--- src/scc_pkg.sv ---
// constants, field layouts and carrier types of the channel clock/status block
package scc_pkg;

   // register indices on the write side
   localparam logic [3:0] W_CMD_IDX      = 4'h0;
   localparam logic [3:0] W_IRQ_STAT_IDX = 4'h6;
   localparam logic [3:0] W_IRQ_MASK_IDX = 4'h7;
   localparam logic [3:0] W_LINE_IDX     = 4'hA;
   localparam logic [3:0] W_CLK_IDX      = 4'hB;
   localparam logic [3:0] W_MISC_IDX     = 4'hE;
   localparam logic [3:0] W_EXT_EN_IDX   = 4'hF;

   // register indices on the read side
   localparam logic [3:0] R_STATUS_IDX   = 4'h0;
   localparam logic [3:0] R_SPECIAL_IDX  = 4'h1;
   localparam logic [3:0] R_PENDING_IDX  = 4'h3;
   localparam logic [3:0] R_IRQ_STAT_IDX = 4'h6;
   localparam logic [3:0] R_IRQ_MASK_IDX = 4'h7;
   localparam logic [3:0] R_LOOP_IDX     = 4'hA;
   localparam logic [3:0] R_READBACK_IDX = 4'hF;

   // command register bits
   localparam int CMD_RST_EXT_BIT = 0;
   localparam int CMD_RST_TX_BIT  = 1;

   // clock source code that selects the baud generator
   localparam logic [1:0] CLK_SRC_BRG = 2'h2;

   // clock command codes
   localparam logic [2:0] CC_NULL       = 3'h0;
   localparam logic [2:0] CC_SEARCH     = 3'h1;
   localparam logic [2:0] CC_RST_MISS   = 3'h2;
   localparam logic [2:0] CC_DPLL_OFF   = 3'h3;
   localparam logic [2:0] CC_SRC_BRG    = 3'h4;
   localparam logic [2:0] CC_SRC_PIN    = 3'h5;
   localparam logic [2:0] CC_MODE_FM    = 3'h6;
   localparam logic [2:0] CC_MODE_NRZI  = 3'h7;

   // ext/status enable layout: writable bits, rest forced to zero
   localparam logic [7:0] EXT_EN_WMASK  = 8'hFA;
   localparam logic [7:0] READBACK_MASK = 8'hF0;

   // interrupt status bit positions
   localparam int IRQ_EXT_BIT  = 0;
   localparam int IRQ_RX_BIT   = 1;
   localparam int IRQ_TX_BIT   = 2;
   localparam int IRQ_MISS_BIT = 3;
   localparam int IRQ_W        = 4;

   // reset values
   localparam logic [7:0] LINE_RST   = 8'h00;
   localparam logic [7:0] CLK_RST    = 8'h50;
   localparam logic [7:0] MISC_RST   = 8'h00;
   localparam logic [7:0] EXT_EN_RST = 8'h00;

   typedef enum logic [1:0] {
      ENC_NRZ  = 2'h0,
      ENC_NRZI = 2'h1,
      ENC_FM1  = 2'h2,
      ENC_FM0  = 2'h3
   } scc_enc_type;

   typedef enum logic [1:0] {
      DPLL_OFF,
      DPLL_FM,
      DPLL_NRZI
   } scc_dpll_type;

   typedef struct packed {
      logic        crc_preset;
      scc_enc_type encoding;
      logic        active_on_poll;
      logic        mark_on_idle;
      logic        abort_on_idle;
      logic        loop_mode;
      logic        sync_six_bit;
   } scc_line_type;

   typedef struct packed {
      logic       xtal;
      logic [1:0] rx_src;
      logic [1:0] tx_src;
      logic       clk_out_en;
      logic [1:0] unused;
   } scc_clk_type;

   typedef struct packed {
      logic [2:0] cmd;
      logic       local_loop;
      logic       auto_echo;
      logic       dtr_request;
      logic       brg_source;
      logic       brg_enable;
   } scc_misc_type;

endpackage

--- src/scc_sync.sv ---
// two-flop synchroniser for pin inputs
module scc_sync #(
   parameter int WIDTH = 1
) (
   // clock and reset
   input  wire logic             sys_clk,
   input  wire logic             resetn,
   // async in, synced out
   input  wire logic [WIDTH-1:0] async_in,
   output logic      [WIDTH-1:0] sync_out
);

   logic [WIDTH-1:0] meta_q;

   always_ff @(posedge sys_clk) begin
      if (!resetn) begin
         meta_q   <= '0;
         sync_out <= '0;
      end else begin
         meta_q   <= async_in;
         sync_out <= meta_q;
      end
   end

endmodule

--- src/scc_chan.sv ---
// one serial channel: line/clock config, clock commands, status and pending
// Summary of operation
// - the encoding field of the line control register selects NRZ, NRZI, FM1 or FM0 by 00..11.
// - line control bits 4..0 hold active-on-poll, mark idle, abort idle, loop and six-bit sync.
// - receive clock source 10 in bits 6:5 selects the baud generator; other codes are reserved.
// - transmit clock source 10 in bits 4:3 selects the baud generator; other codes are reserved.
// - clock command 000 is null, 001 starts search, 010 resets missing clock, 011 stops the loop.
// - clock command 100 picks the baud generator as loop source, 101 picks the external pin.
// - clock command 110 sets FM recovery, 111 sets NRZI recovery.
// - ext/status enables sit in bits 7,6,5,4,3,1 and bits 2 and 0 are written as zero.
// - the status register shows break, underrun, CTS, sync, DCD, tx empty, zero count, rx avail.
// - pending flags read zero on channel B and on channel A show 00 then A and B rx, tx, ext.
// - the readback register returns the break, underrun, CTS and sync enables in bits 7..4.
//
// Added by the designer: the address map and strobed register access.
module scc_chan #(
   parameter bit IS_CHAN_A = 1'b1
) (
   // clock and reset
   input  wire logic                   sys_clk,
   input  wire logic                   resetn,
   // register port
   input  wire logic [3:0]             reg_addr,
   input  wire logic [7:0]             reg_wdata,
   input  wire logic                   reg_wr,
   input  wire logic                   reg_rd,
   output logic      [7:0]             reg_rdata,
   // modem pins
   input  wire logic                   cts_pin,
   input  wire logic                   dcd_pin,
   input  wire logic                   sync_pin,
   // datapath status
   input  wire logic                   break_abort,
   input  wire logic                   tx_underrun,
   input  wire logic                   tx_buf_empty,
   input  wire logic                   zero_count,
   input  wire logic                   rx_char_avail,
   input  wire logic [7:0]             special_rx,
   input  wire logic                   one_clk_missing,
   input  wire logic                   two_clk_missing,
   input  wire logic                   loop_sending,
   input  wire logic                   on_loop,
   // pending flags of the other channel: rx, tx, ext
   input  wire logic [2:0]             peer_pending,
   // configuration out
   output scc_pkg::scc_line_type       line_ctrl,
   output scc_pkg::scc_clk_type        clk_ctrl,
   output scc_pkg::scc_misc_type       misc_ctrl,
   output logic      [7:0]             ext_enable,
   output logic                        rx_clk_brg,
   output logic                        tx_clk_brg,
   // loop control out
   output scc_pkg::scc_dpll_type       dpll_mode,
   output logic                        dpll_src_pin,
   output logic                        dpll_search,
   output logic                        miss_clk_reset,
   // own pending flags: rx, tx, ext
   output logic      [2:0]             own_pending,
   // interrupt
   output logic                        irq
);

   if (IS_CHAN_A !== 1'b0 && IS_CHAN_A !== 1'b1) begin : g_bad_chan
      $error("IS_CHAN_A must be 0 or 1");
   end

   localparam int IRQ_W_L = scc_pkg::IRQ_W;

   logic [2:0]             pins_s;
   logic                   cts_s;
   logic                   dcd_s;
   logic                   sync_s;
   logic [7:0]             status_vec;
   logic [5:0]             ext_vec;
   logic [5:0]             ext_prev_q;
   logic [5:0]             ext_en6;
   logic                   ext_change;
   logic                   ext_pend_q;
   logic                   tx_pend_q;
   logic                   tx_empty_q;
   logic                   rx_avail_q;
   logic                   miss_q;
   logic [IRQ_W_L-1:0]     irq_stat_q;
   logic [IRQ_W_L-1:0]     irq_mask_q;
   logic [IRQ_W_L-1:0]     irq_set;
   logic [7:0]             pend_vec;
   logic [7:0]             rd_d;
   logic                   wr_cmd;
   logic                   wr_misc;

   scc_sync #(
      .WIDTH(3)
   ) u_pin_sync (
      .sys_clk  (sys_clk),
      .resetn   (resetn),
      .async_in ({cts_pin, dcd_pin, sync_pin}),
      .sync_out (pins_s)
   );

   assign cts_s  = pins_s[2];
   assign dcd_s  = pins_s[1];
   assign sync_s = pins_s[0];

   assign wr_cmd  = reg_wr && (reg_addr == scc_pkg::W_CMD_IDX);
   assign wr_misc = reg_wr && (reg_addr == scc_pkg::W_MISC_IDX);

   // line control register
   always_ff @(posedge sys_clk) begin
      if (!resetn) begin
         line_ctrl <= scc_pkg::LINE_RST;
      end else if (reg_wr && reg_addr == scc_pkg::W_LINE_IDX) begin
         line_ctrl <= reg_wdata;
      end
   end

   // clock source control; reserved codes are kept but do not select the generator
   always_ff @(posedge sys_clk) begin
      if (!resetn) begin
         clk_ctrl   <= scc_pkg::CLK_RST;
         rx_clk_brg <= 1'b1;
         tx_clk_brg <= 1'b1;
      end else if (reg_wr && reg_addr == scc_pkg::W_CLK_IDX) begin
         clk_ctrl   <= reg_wdata;
         rx_clk_brg <= (reg_wdata[6:5] == scc_pkg::CLK_SRC_BRG);
         tx_clk_brg <= (reg_wdata[4:3] == scc_pkg::CLK_SRC_BRG);
      end
   end

   // misc control: all bits stored, command field included and acted on once
   always_ff @(posedge sys_clk) begin
      if (!resetn) begin
         misc_ctrl <= scc_pkg::MISC_RST;
      end else if (wr_misc) begin
         misc_ctrl <= reg_wdata;
      end
   end

   // clock command decode; pulses last one cycle
   always_ff @(posedge sys_clk) begin
      if (!resetn) begin
         dpll_mode      <= scc_pkg::DPLL_OFF;
         dpll_src_pin   <= 1'b0;
         dpll_search    <= 1'b0;
         miss_clk_reset <= 1'b0;
      end else begin
         dpll_search    <= 1'b0;
         miss_clk_reset <= 1'b0;
         if (wr_misc) begin
            case (reg_wdata[7:5])
               scc_pkg::CC_NULL: begin
               end
               scc_pkg::CC_SEARCH: begin
                  dpll_search <= 1'b1;
               end
               scc_pkg::CC_RST_MISS: begin
                  miss_clk_reset <= 1'b1;
               end
               scc_pkg::CC_DPLL_OFF: begin
                  dpll_mode <= scc_pkg::DPLL_OFF;
               end
               scc_pkg::CC_SRC_BRG: begin
                  dpll_src_pin <= 1'b0;
               end
               scc_pkg::CC_SRC_PIN: begin
                  dpll_src_pin <= 1'b1;
               end
               scc_pkg::CC_MODE_FM: begin
                  dpll_mode <= scc_pkg::DPLL_FM;
               end
               scc_pkg::CC_MODE_NRZI: begin
                  dpll_mode <= scc_pkg::DPLL_NRZI;
               end
               default: begin
               end
            endcase
         end
      end
   end

   // ext/status enables; reserved bits never stored
   always_ff @(posedge sys_clk) begin
      if (!resetn) begin
         ext_enable <= scc_pkg::EXT_EN_RST;
      end else if (reg_wr && reg_addr == scc_pkg::W_EXT_EN_IDX) begin
         ext_enable <= reg_wdata & scc_pkg::EXT_EN_WMASK;
      end
   end

   assign status_vec = {break_abort, tx_underrun, cts_s, sync_s,
                        dcd_s, tx_buf_empty, zero_count, rx_char_avail};

   // change detection covers only conditions that have an enable
   assign ext_vec    = {status_vec[7:3], zero_count};
   assign ext_en6    = {ext_enable[7:3], ext_enable[1]};
   assign ext_change = |((ext_vec ^ ext_prev_q) & ext_en6);

   always_ff @(posedge sys_clk) begin
      if (!resetn) begin
         ext_prev_q <= '0;
         tx_empty_q <= 1'b0;
         rx_avail_q <= 1'b0;
         miss_q     <= 1'b0;
      end else begin
         ext_prev_q <= ext_vec;
         tx_empty_q <= tx_buf_empty;
         rx_avail_q <= rx_char_avail;
         miss_q     <= one_clk_missing;
      end
   end

   // set wins over a reset command in the same cycle
   always_ff @(posedge sys_clk) begin
      if (!resetn) begin
         ext_pend_q <= 1'b0;
      end else if (ext_change) begin
         ext_pend_q <= 1'b1;
      end else if (wr_cmd && reg_wdata[scc_pkg::CMD_RST_EXT_BIT]) begin
         ext_pend_q <= 1'b0;
      end
   end

   always_ff @(posedge sys_clk) begin
      if (!resetn) begin
         tx_pend_q <= 1'b0;
      end else if (tx_buf_empty && !tx_empty_q) begin
         tx_pend_q <= 1'b1;
      end else if (wr_cmd && reg_wdata[scc_pkg::CMD_RST_TX_BIT]) begin
         tx_pend_q <= 1'b0;
      end
   end

   always_ff @(posedge sys_clk) begin
      if (!resetn) begin
         own_pending <= '0;
      end else begin
         own_pending <= {rx_char_avail, tx_pend_q, ext_pend_q};
      end
   end

   // sticky interrupt status, write one to clear
   assign irq_set[scc_pkg::IRQ_EXT_BIT]  = ext_change;
   assign irq_set[scc_pkg::IRQ_RX_BIT]   = rx_char_avail && !rx_avail_q;
   assign irq_set[scc_pkg::IRQ_TX_BIT]   = tx_buf_empty && !tx_empty_q;
   assign irq_set[scc_pkg::IRQ_MISS_BIT] = one_clk_missing && !miss_q;

   generate
      for (genvar i = 0; i < IRQ_W_L; i++) begin : g_irq
         always_ff @(posedge sys_clk) begin
            if (!resetn) begin
               irq_stat_q[i] <= 1'b0;
            end else if (irq_set[i]) begin
               irq_stat_q[i] <= 1'b1;
            end else if (reg_wr && reg_addr == scc_pkg::W_IRQ_STAT_IDX && reg_wdata[i]) begin
               irq_stat_q[i] <= 1'b0;
            end
         end
      end
   endgenerate

   always_ff @(posedge sys_clk) begin
      if (!resetn) begin
         irq_mask_q <= '0;
      end else if (reg_wr && reg_addr == scc_pkg::W_IRQ_MASK_IDX) begin
         irq_mask_q <= reg_wdata[IRQ_W_L-1:0];
      end
   end

   always_ff @(posedge sys_clk) begin
      if (!resetn) begin
         irq <= 1'b0;
      end else begin
         irq <= |(irq_stat_q & irq_mask_q);
      end
   end

   // pending flags only meaningful through channel A
   assign pend_vec = IS_CHAN_A ? {2'h0, own_pending, peer_pending} : 8'h00;

   always_comb begin
      rd_d = 8'h00;
      case (reg_addr)
         scc_pkg::R_STATUS_IDX:   rd_d = status_vec;
         scc_pkg::R_SPECIAL_IDX:  rd_d = special_rx;
         scc_pkg::R_PENDING_IDX:  rd_d = pend_vec;
         scc_pkg::R_IRQ_STAT_IDX: rd_d = {{(8-IRQ_W_L){1'b0}}, irq_stat_q};
         scc_pkg::R_IRQ_MASK_IDX: rd_d = {{(8-IRQ_W_L){1'b0}}, irq_mask_q};
         scc_pkg::R_LOOP_IDX:     rd_d = {one_clk_missing, two_clk_missing, 1'b0,
                                          loop_sending, 2'h0, on_loop, 1'b0};
         scc_pkg::R_READBACK_IDX: rd_d = ext_enable & scc_pkg::READBACK_MASK;
         default:                 rd_d = 8'h00;
      endcase
   end

   // data valid only in the cycle after the strobe
   always_ff @(posedge sys_clk) begin
      if (!resetn) begin
         reg_rdata <= 8'h00;
      end else if (reg_rd) begin
         reg_rdata <= rd_d;
      end else begin
         reg_rdata <= 8'h00;
      end
   end
endmodule

--- config.mk ---
export PLATFORM = sky130hd
export DESIGN_NAME = scc_chan
export DESIGN_NICKNAME = d
export VERILOG_FILES = /design/src/scc_pkg.sv /design/src/scc_sync.sv /design/src/scc_chan.sv
export SDC_FILE = /design/constraint.sdc
export NUM_CORES = 1
export LEC_CHECK = 0
export ABC_AREA = 1
export BUFFER_PORTS_ARGS = -buffer_cell sky130_fd_sc_hd__buf_2
export CORE_ASPECT_RATIO = 0.8
export CORE_UTILIZATION = 47
export CTS_CLUSTER_SIZE = 28
export DETAILED_ROUTE_END_ITERATION = 7
export PLACE_DENSITY_LB_ADDON = 0.05
export SLEW_MARGIN = 20
export SYNTH_ARGS = -nofsm -noshare
export SYNTH_HDL_FRONTEND = slang
export SYNTH_HIERARCHICAL = 1
export SYNTH_SLANG_ARGS = --single-unit
--- constraint.sdc ---
create_clock -name sys_clk -period 2.1 [get_ports sys_clk]
set_input_delay 0.105 -clock sys_clk [delete_from_list [all_inputs] [get_ports sys_clk]]
set_output_delay 0.105 -clock sys_clk [all_outputs]
set_load 0.005 [all_outputs]
==> out/results.txt, run 1 <==
Status -> finished, final reports clean
Initial antenna violation count -> 0
Worst skew pair latency -> 0.35 ns
R2r endpoint -> irq_stat_q[0]
Clk slew on worst S/H paths -> 0.07 ns
Top cells by area, synth -> dfxtp_1 (50%), nand2_1 (12%), nand3_1 (6.3%), nor2_1 (6.2%), inv_1 (5.8%)
CP dominant cell by count -> inv_1
Pwr Density -> 718 nW/um^2
Drt first pass iters -> 4
Met2 usage -> 38.7%
Fin Clk Skew -> 0.00843 ns
Post-Synth Simple-Gate Area -> 28.0%
Final worst path period share -> 57.8%
Met1 Usage GRT -> 32.1%
Post-CTS Hold Buffers -> 11
Clk pwr share -> 35.9%
P_sw -> 0.000654 W
Fin nets -> 537
Critical path, cell by cell -> buf_2 -> inv_1 -> nor2_2 -> inv_1 -> nor2_1 -> o21ai_0 -> a21oi_1
Crit Path Class -> in2reg
Die height -> 72.6 um
Worst setup endpoint -> ext_enable[5]
Core Box Area -> 5940 um^2
Min Tclk post-route -> 1.21 ns
Antenna cell count -> 0
Reg-to-Reg Start -> u_pin_sync/sync_out[1]
Vias in the first global route -> 2501
Remaining DRCs -> 0
Syn. warnings -> 6
CP required -> 2.38 ns
VDD IR-drop max -> 0.352 mV
Worst path slowest cell -> nor2_1
Critical Path AT -> 1.50 ns
Synth async-reset ratio -> 0%
Number of CTS-inserted buffers -> 9
Pin count of the biggest net entering global routing -> 32
Synth Area in Compound Gates -> 11.6%
Power share of the sequential group -> 55.3%
Worst-path fanout max -> 11
Max-Cap Viols -> 0
Total Routing Usage GR -> 24.2%
Hold Path Class -> in2reg
Largest family of logic cells by synthesized area -> simple AND/OR/NAND/NOR gates
# rows -> 25
Synth-to-Final Area Change -> 24.7%
Drt via density -> 4.89
Overflow after GRT -> 0
Synth Area in Adders -> 0%
DRT iter0 DRCs -> 146
Final setup fails -> 0
Synth Instances -> 400
RSZ-0062 raised after global routing -> false
Reg2Reg Setup Slack -> 1.07 ns
Initial Util -> 49.2%
CP Capture Type -> flop
Critical Path Source Type -> input port
Placed insts -> 557
Setup_tns -> 0 ns
Num Clock Sinks -> 73
FF+latch count, synth -> 73
Non-Filler Instances -> 583
Post-Synth XOR/XNOR Area -> 0%
Post-DRT Antenna Nets -> 0
Synth Area per Inst -> 7.32 um^2
Hold Fails Final Rpt -> 0
Cell Area, Synth -> 2930 um^2
Leakage power -> 1.80 nW
Io pins -> 90
Ys flop type -> dfxtp_1
GR peak layer -> met2
Die width -> 90.2 um
Fin Hold WS -> 0.0482 ns
F_max -> 824 MHz
Global-route wire length before repair -> 12200 um
Slew at the pin closest to its max-slew limit -> 0.614 ns
Root Driver -> clkbuf_8
Worst Setup SP -> reg_wr
Setup bufs post-CTS -> 0
Internal -> 0.00197 W
Dominant cell type by area after synthesis -> dfxtp_1
Logic pwr share -> 8.8%
Number of synthesized flops with an enable pin -> 0
Post-DP HPWL -> 5530 um
Worst reg-to-reg path cell count -> 7
Worst-case clock buffer depth -> 2
PostCTS Resize Cnt -> 0
Register area share after synthesis -> 49.9%
Layout cell share with drive strength beyond 1 -> 22.1%
# H-tree levels -> 3
CTS tree -> yes
Drt total wl -> 7460 um
DIE AREA -> 6550 um^2
Max_slew headroom -> 58.9%
GP Congestion -> 0.862
Sw frac -> 24.9%
DR WL/cell -> 12.8 um
Crit path largest cell delay -> 0.48 ns
Yosys top cell area share -> 49.9%
Met3 GRT Util -> 7.08%
DR vias -> 2848
Max-slew violations -> 0
# port buffers -> 87
Mux contribution to synthesized area -> 0%
Distinct cells, synth -> 25
synthesized netlist by cell type (all sizes together) (3+ instances only):
cell	number
buf	11
dfxtp	73
o21ai	30
a21oi	31
nand4	6
nor2	50
o22ai	3
nand2	98
nand3	38
nor3	3
inv	47
clkbuf	5
sequential cells by signal (all words and copies together) (netlist names), 3 cells and up:
name,count
irq_stat_q,4
ext_prev_q,6
clk_ctrl,8
reg_rdata,8
line_ctrl,8
misc_ctrl,8
u_pin_sync/sync_out,3
irq_mask_q,4
ext_enable,6
u_pin_sync/meta_q,3
worst min-delay path by stage:
stage / from / endpoint / slack [ns] / cells past startpoint
floorplan: reg_wdata[5] / miss_clk_reset / 0.18 / 1
global placement: dcd_pin / u_pin_sync/meta_q[1] / 0.29 / 3
detailed placement: sync_pin / u_pin_sync/meta_q[0] / 0.29 / 3
CTS: reg_wdata[4] / clk_ctrl[4] / 0.04 / 3
global route: reg_wdata[7] / dpll_mode[1] / 0.06 / 3
finish: reg_wdata[4] / clk_ctrl[4] / 0.05 / 3
kinds of logic after synthesis:
logic type             after synthesis
AO/OA/AOI/OAI                       66
other                                1
AND/OR/NAND/NOR                    196
buffers and inverters               64
flip-flops                          73
layer usage:
layer,wire length [um],vias up
li1,-,1468
met1,3540,1287
met2,3400,87
met3,461,6
met4,59,0
met5,0,-
worst max-delay path, delay by kind of cell:
kind,cells,cell delay [ns]
buf+inv,3,0.46
compound gates,2,0.29
simple gates,2,0.64
power groups by stage:
stage	logic, W	registers, W	clock network [W]
floorplan	0.000125	0.00148	0
global placement	0.000213	0.00148	0
detailed placement	0.000215	0.00148	0
CTS	0.000231	0.00145	0.000963
global route	0.000260	0.00145	0.00103
finish	0.000231	0.00145	0.000942
layout by cell type, fill, tap and decap left out, types with 6 or more instances in the layout:
| master | count |
|---|---|
| clkbuf_8 | 10 |
| nand2_1 | 96 |
| dlygate4sd3_1 | 11 |
| buf_2 | 87 |
| nand4_1 | 6 |
| nor2_1 | 48 |
| a21oi_1 | 31 |
| o21ai_0 | 30 |
| inv_1 | 45 |
| dfxtp_1 | 73 |
| nand3_1 | 37 |
through the flow:
stage               worst slack [ns]  utilization (%)  cell area [um^2]  power, W
finish                         0.887             61.4              3650   0.00262
floorplan                       1.09                -              2930   0.00160
CTS                            0.899             61.4              3650   0.00264
detailed placement             0.537             56.8              3380   0.00170
global route                   0.735             61.4              3650   0.00275
global placement               0.572             56.8              3380   0.00169
layout make-up:
cell class,instances,area (um^2)
fillers,581,2290
flip-flops and latches,73,1460
multi-input cells,264,1170
repair buffers,102,576
inverters,48,180
clock buffers,12,145
well taps,81,101
clock inverters,3,17.5
Note: power is estimated with default switching activity, not from simulation.
==> inputs of run 2 (changes only) <==
==> constraint.sdc (replaced) <==
create_clock -name sys_clk -period 1.3 [get_ports sys_clk]
set_input_delay 0.065 -clock sys_clk [delete_from_list [all_inputs] [get_ports sys_clk]]
set_output_delay 0.065 -clock sys_clk [all_outputs]
set_load 0.005 [all_outputs]
==> run 2 against run 1 <==
Against the previous run:
- utilization grew 1.6 points
- count of clock-buffer cells in the layout grew 1
- register-to-register slack lost 0.81 ns
- non-clock buffer count grew 12
- via count grew 0.95%
- wire length grew 2.3%
- final area grew 2.6%
- sequential power grew 61%
- sequential share of layout area shrank 1.0 points
- die area is the same
- critical endpoint is now u_pin_sync/meta_q[0]
==> out/results.txt, run 2 (synthesis results as in run 1) <==
Final worst path period share -> 87.6%
Fillcell total -> 603 (+3.8%)
Overflow after GRT -> 0 (unchanged)
Initial antenna violation count -> 0 (unchanged)
F_max -> 878 MHz
Post-DP HPWL -> 5500 um (-0.48%)
CP Capture Type -> flop
VDD IR-drop max -> 0.831 mV (+140%)
Layout cell share with drive strength beyond 1 -> 23.3% (+1.2 points)
Fin util -> 63.0% (+1.6 points)
Hold Fails Final Rpt -> 0 (unchanged)
Vias in the first global route -> 2496 (-0.20%)
GP Congestion -> 0.830 (-3.6%)
Initial Util -> 49.2% (unchanged)
Clk slew on worst S/H paths -> 0.07 ns (about the same)
Root Driver -> clkbuf_8
Fin nets -> 549 (+2.2%)
# rows -> 25 (unchanged)
Critical path, cell by cell -> dlygate4sd3_1 -> buf_2 -> nand2_1 -> dlygate4sd3_1 -> inv_1
Drt first pass iters -> 4 (unchanged)
Drt via density -> 4.83 (-1.1%)
Worst reg-to-reg path cell count -> 7 (unchanged)
Commonest non-fill, non-tap cell in the layout -> nand2_1
Io pins -> 90 (unchanged)
PostCTS Resize Cnt -> 0 (unchanged)
Drt total wl -> 7640 um (+2.3%)
# H-tree levels -> 3 (unchanged)
Setup_tns -> 0 ns (unchanged)
Die width -> 90.2 um (unchanged)
Multi-input logic area -> 1170 um^2 (unchanged)
Reg2Reg Setup Slack -> 0.26 ns (-0.81 ns)
DR WL/cell -> 12.8 um (+0.27%)
Crit Path Class -> in2reg
Global-route wire length before repair -> 12100 um (-0.74%)
Worst skew pair latency -> 0.35 ns (about the same)
Critical Path AT -> 1.38 ns (-0.12 ns)
Hold Path Class -> in2reg
Design area -> 3750 um^2 (+2.6%)
DR vias -> 2875 (+0.95%)
CP required -> 1.54 ns (-0.84 ns)
Number of CTS-inserted buffers -> 9 (unchanged)
RSZ-0062 raised after global routing -> false
CP Depth -> 5 (-2)
Core Box Area -> 5940 um^2 (unchanged)
CP dominant cell by count -> dlygate4sd3_1
Num Clock Sinks -> 73 (unchanged)
DRT iter0 DRCs -> 156 (+6.8%)
CTS tree -> yes
Max-slew violations -> 0 (unchanged)
Placed Area -> 3450 um^2 (+2.2%)
Worst Setup SP -> resetn
Worst-case clock buffer depth -> 2 (unchanged)
Die height -> 72.6 um (unchanged)
Leakage power -> 1.86 nW (+2.9%)
R2r endpoint -> ext_pend_q
Setup bufs post-CTS -> 0 (unchanged)
Antenna cell count -> 0 (unchanged)
Most frequent cells in the layout -> nand2_1 (96), buf_2 (87), dfxtp_1 (73)
Fin Clk Skew -> 0.00785 ns (-0.000586 ns)
Worst path buffer plus inverter count -> 4 (+1)
Status -> finished, final reports clean
Crit path largest cell delay -> 0.54 ns (+0.06 ns)
Max-Cap Viols -> 0 (unchanged)
Pin count of the biggest net entering global routing -> 27 (-16%)
Post-DRT Antenna Nets -> 0 (unchanged)
Synth-to-Final Area Change -> 28.0%
Total Routing Usage GR -> 23.9% (-0.23 points)
Final Power -> 0.00427 W (+63%)
DIE AREA -> 6550 um^2 (unchanged)
Critical Path Source Type -> input port
Remaining DRCs -> 0 (unchanged)
Largest delay share family, worst path -> buffers and inverters
Sequential cell area -> 1460 um^2 (unchanged)
Reg-to-Reg Start -> u_pin_sync/sync_out[1]
Final setup fails -> 0 (unchanged)
Min Tclk post-route -> 1.14 ns
Worst-path fanout max -> 6 (-5)
Worst setup endpoint -> u_pin_sync/meta_q[0]
Worst path slowest cell -> dlygate4sd3_1
# port buffers -> 87 (unchanged)
Pwr Density -> 1140 nW/um^2 (+59%)
run 2: cell count changes in the layout (fill, tap and decap cells not counted), sizes merged:
| cell | previous run | this run |
|---|---|---|
| clkbuf | 12 | 13 |
| clkinvlp | 1 | 2 |
| dlygate4sd3 | 11 | 13 |
| buf | 91 | 101 |
| clkinv | 3 | 1 |
run 2: worst reg2reg max path: stages (launching register included):
cell and delay, ns:
dfxtp_1 0.41, nand2_1 0.07, nand2_1 0.06, nor2_1 0.04, nor2_1 0.08, nand3_1 0.08, nand2_1 0.13, nand2_1 0.07
run 2: power by group:
group / internal (W) / switching [W] / total [W]
Combinational: 0.000164 / 0.000233 / 0.000397
Clock: 0.000737 / 0.000793 / 0.00153
Sequential: 0.00230 / 0.0000386 / 0.00234
Total: 0.00320 / 0.00106 / 0.00427
run 2: per-stage QoR:
step | setup WS [ns] | cells | hold WS, ns
global route | 0.145 | 595 | 0.0106
floorplan | 0.330 | 401 | 0.141
detailed placement | 0.0524 | 567 | 0.250
finish | 0.161 | 595 | 0.0119
global placement | 0.105 | 567 | 0.248
CTS | 0.174 | 595 | 0.00157
run 2: final cells by class:
class | count | area share [%]
Clock buffer | 13 | 3.97
Clock inverter | 2 | 0.401
Inverter | 48 | 4.81
Multi-Input combinational cell | 264 | 31.2
Sequential cell | 73 | 39.0
Tap cell | 81 | 2.71
Timing Repair Buffer | 114 | 17.9
run 2: how the worst min path moves through the flow:
stage,from,to,cells after the start,slack (ns)
2_1_floorplan,reg_wdata[5],miss_clk_reset,1,0.14
3_3_place_gp,dcd_pin,u_pin_sync/meta_q[1],3,0.25
3_5_place_dp,dcd_pin,u_pin_sync/meta_q[1],3,0.25
4_1_cts,reg_wdata[4],ext_enable[4],3,0.002
5_1_grt,reg_wdata[7],line_ctrl[7],3,0.01
6_report,reg_wdata[4],ext_enable[4],3,0.01
run 2: timing repair:
item                                    CTS  global route
endpoints found under the setup margin    0             0
hold buffers                             13             0
hold endpoints to repair                 12             0
run 2: layer usage:
layer | track usage (%) | share of wire (%) | vias to the layer above
met2 | 37.8 | 47 | 71
met3 | 6.46 | 5.5 | 2
met4 | 8.06 | 0.45 | 0
li1 | - | - | 1490
met5 | 0 | 0 | -
met1 | 32.0 | 48 | 1312
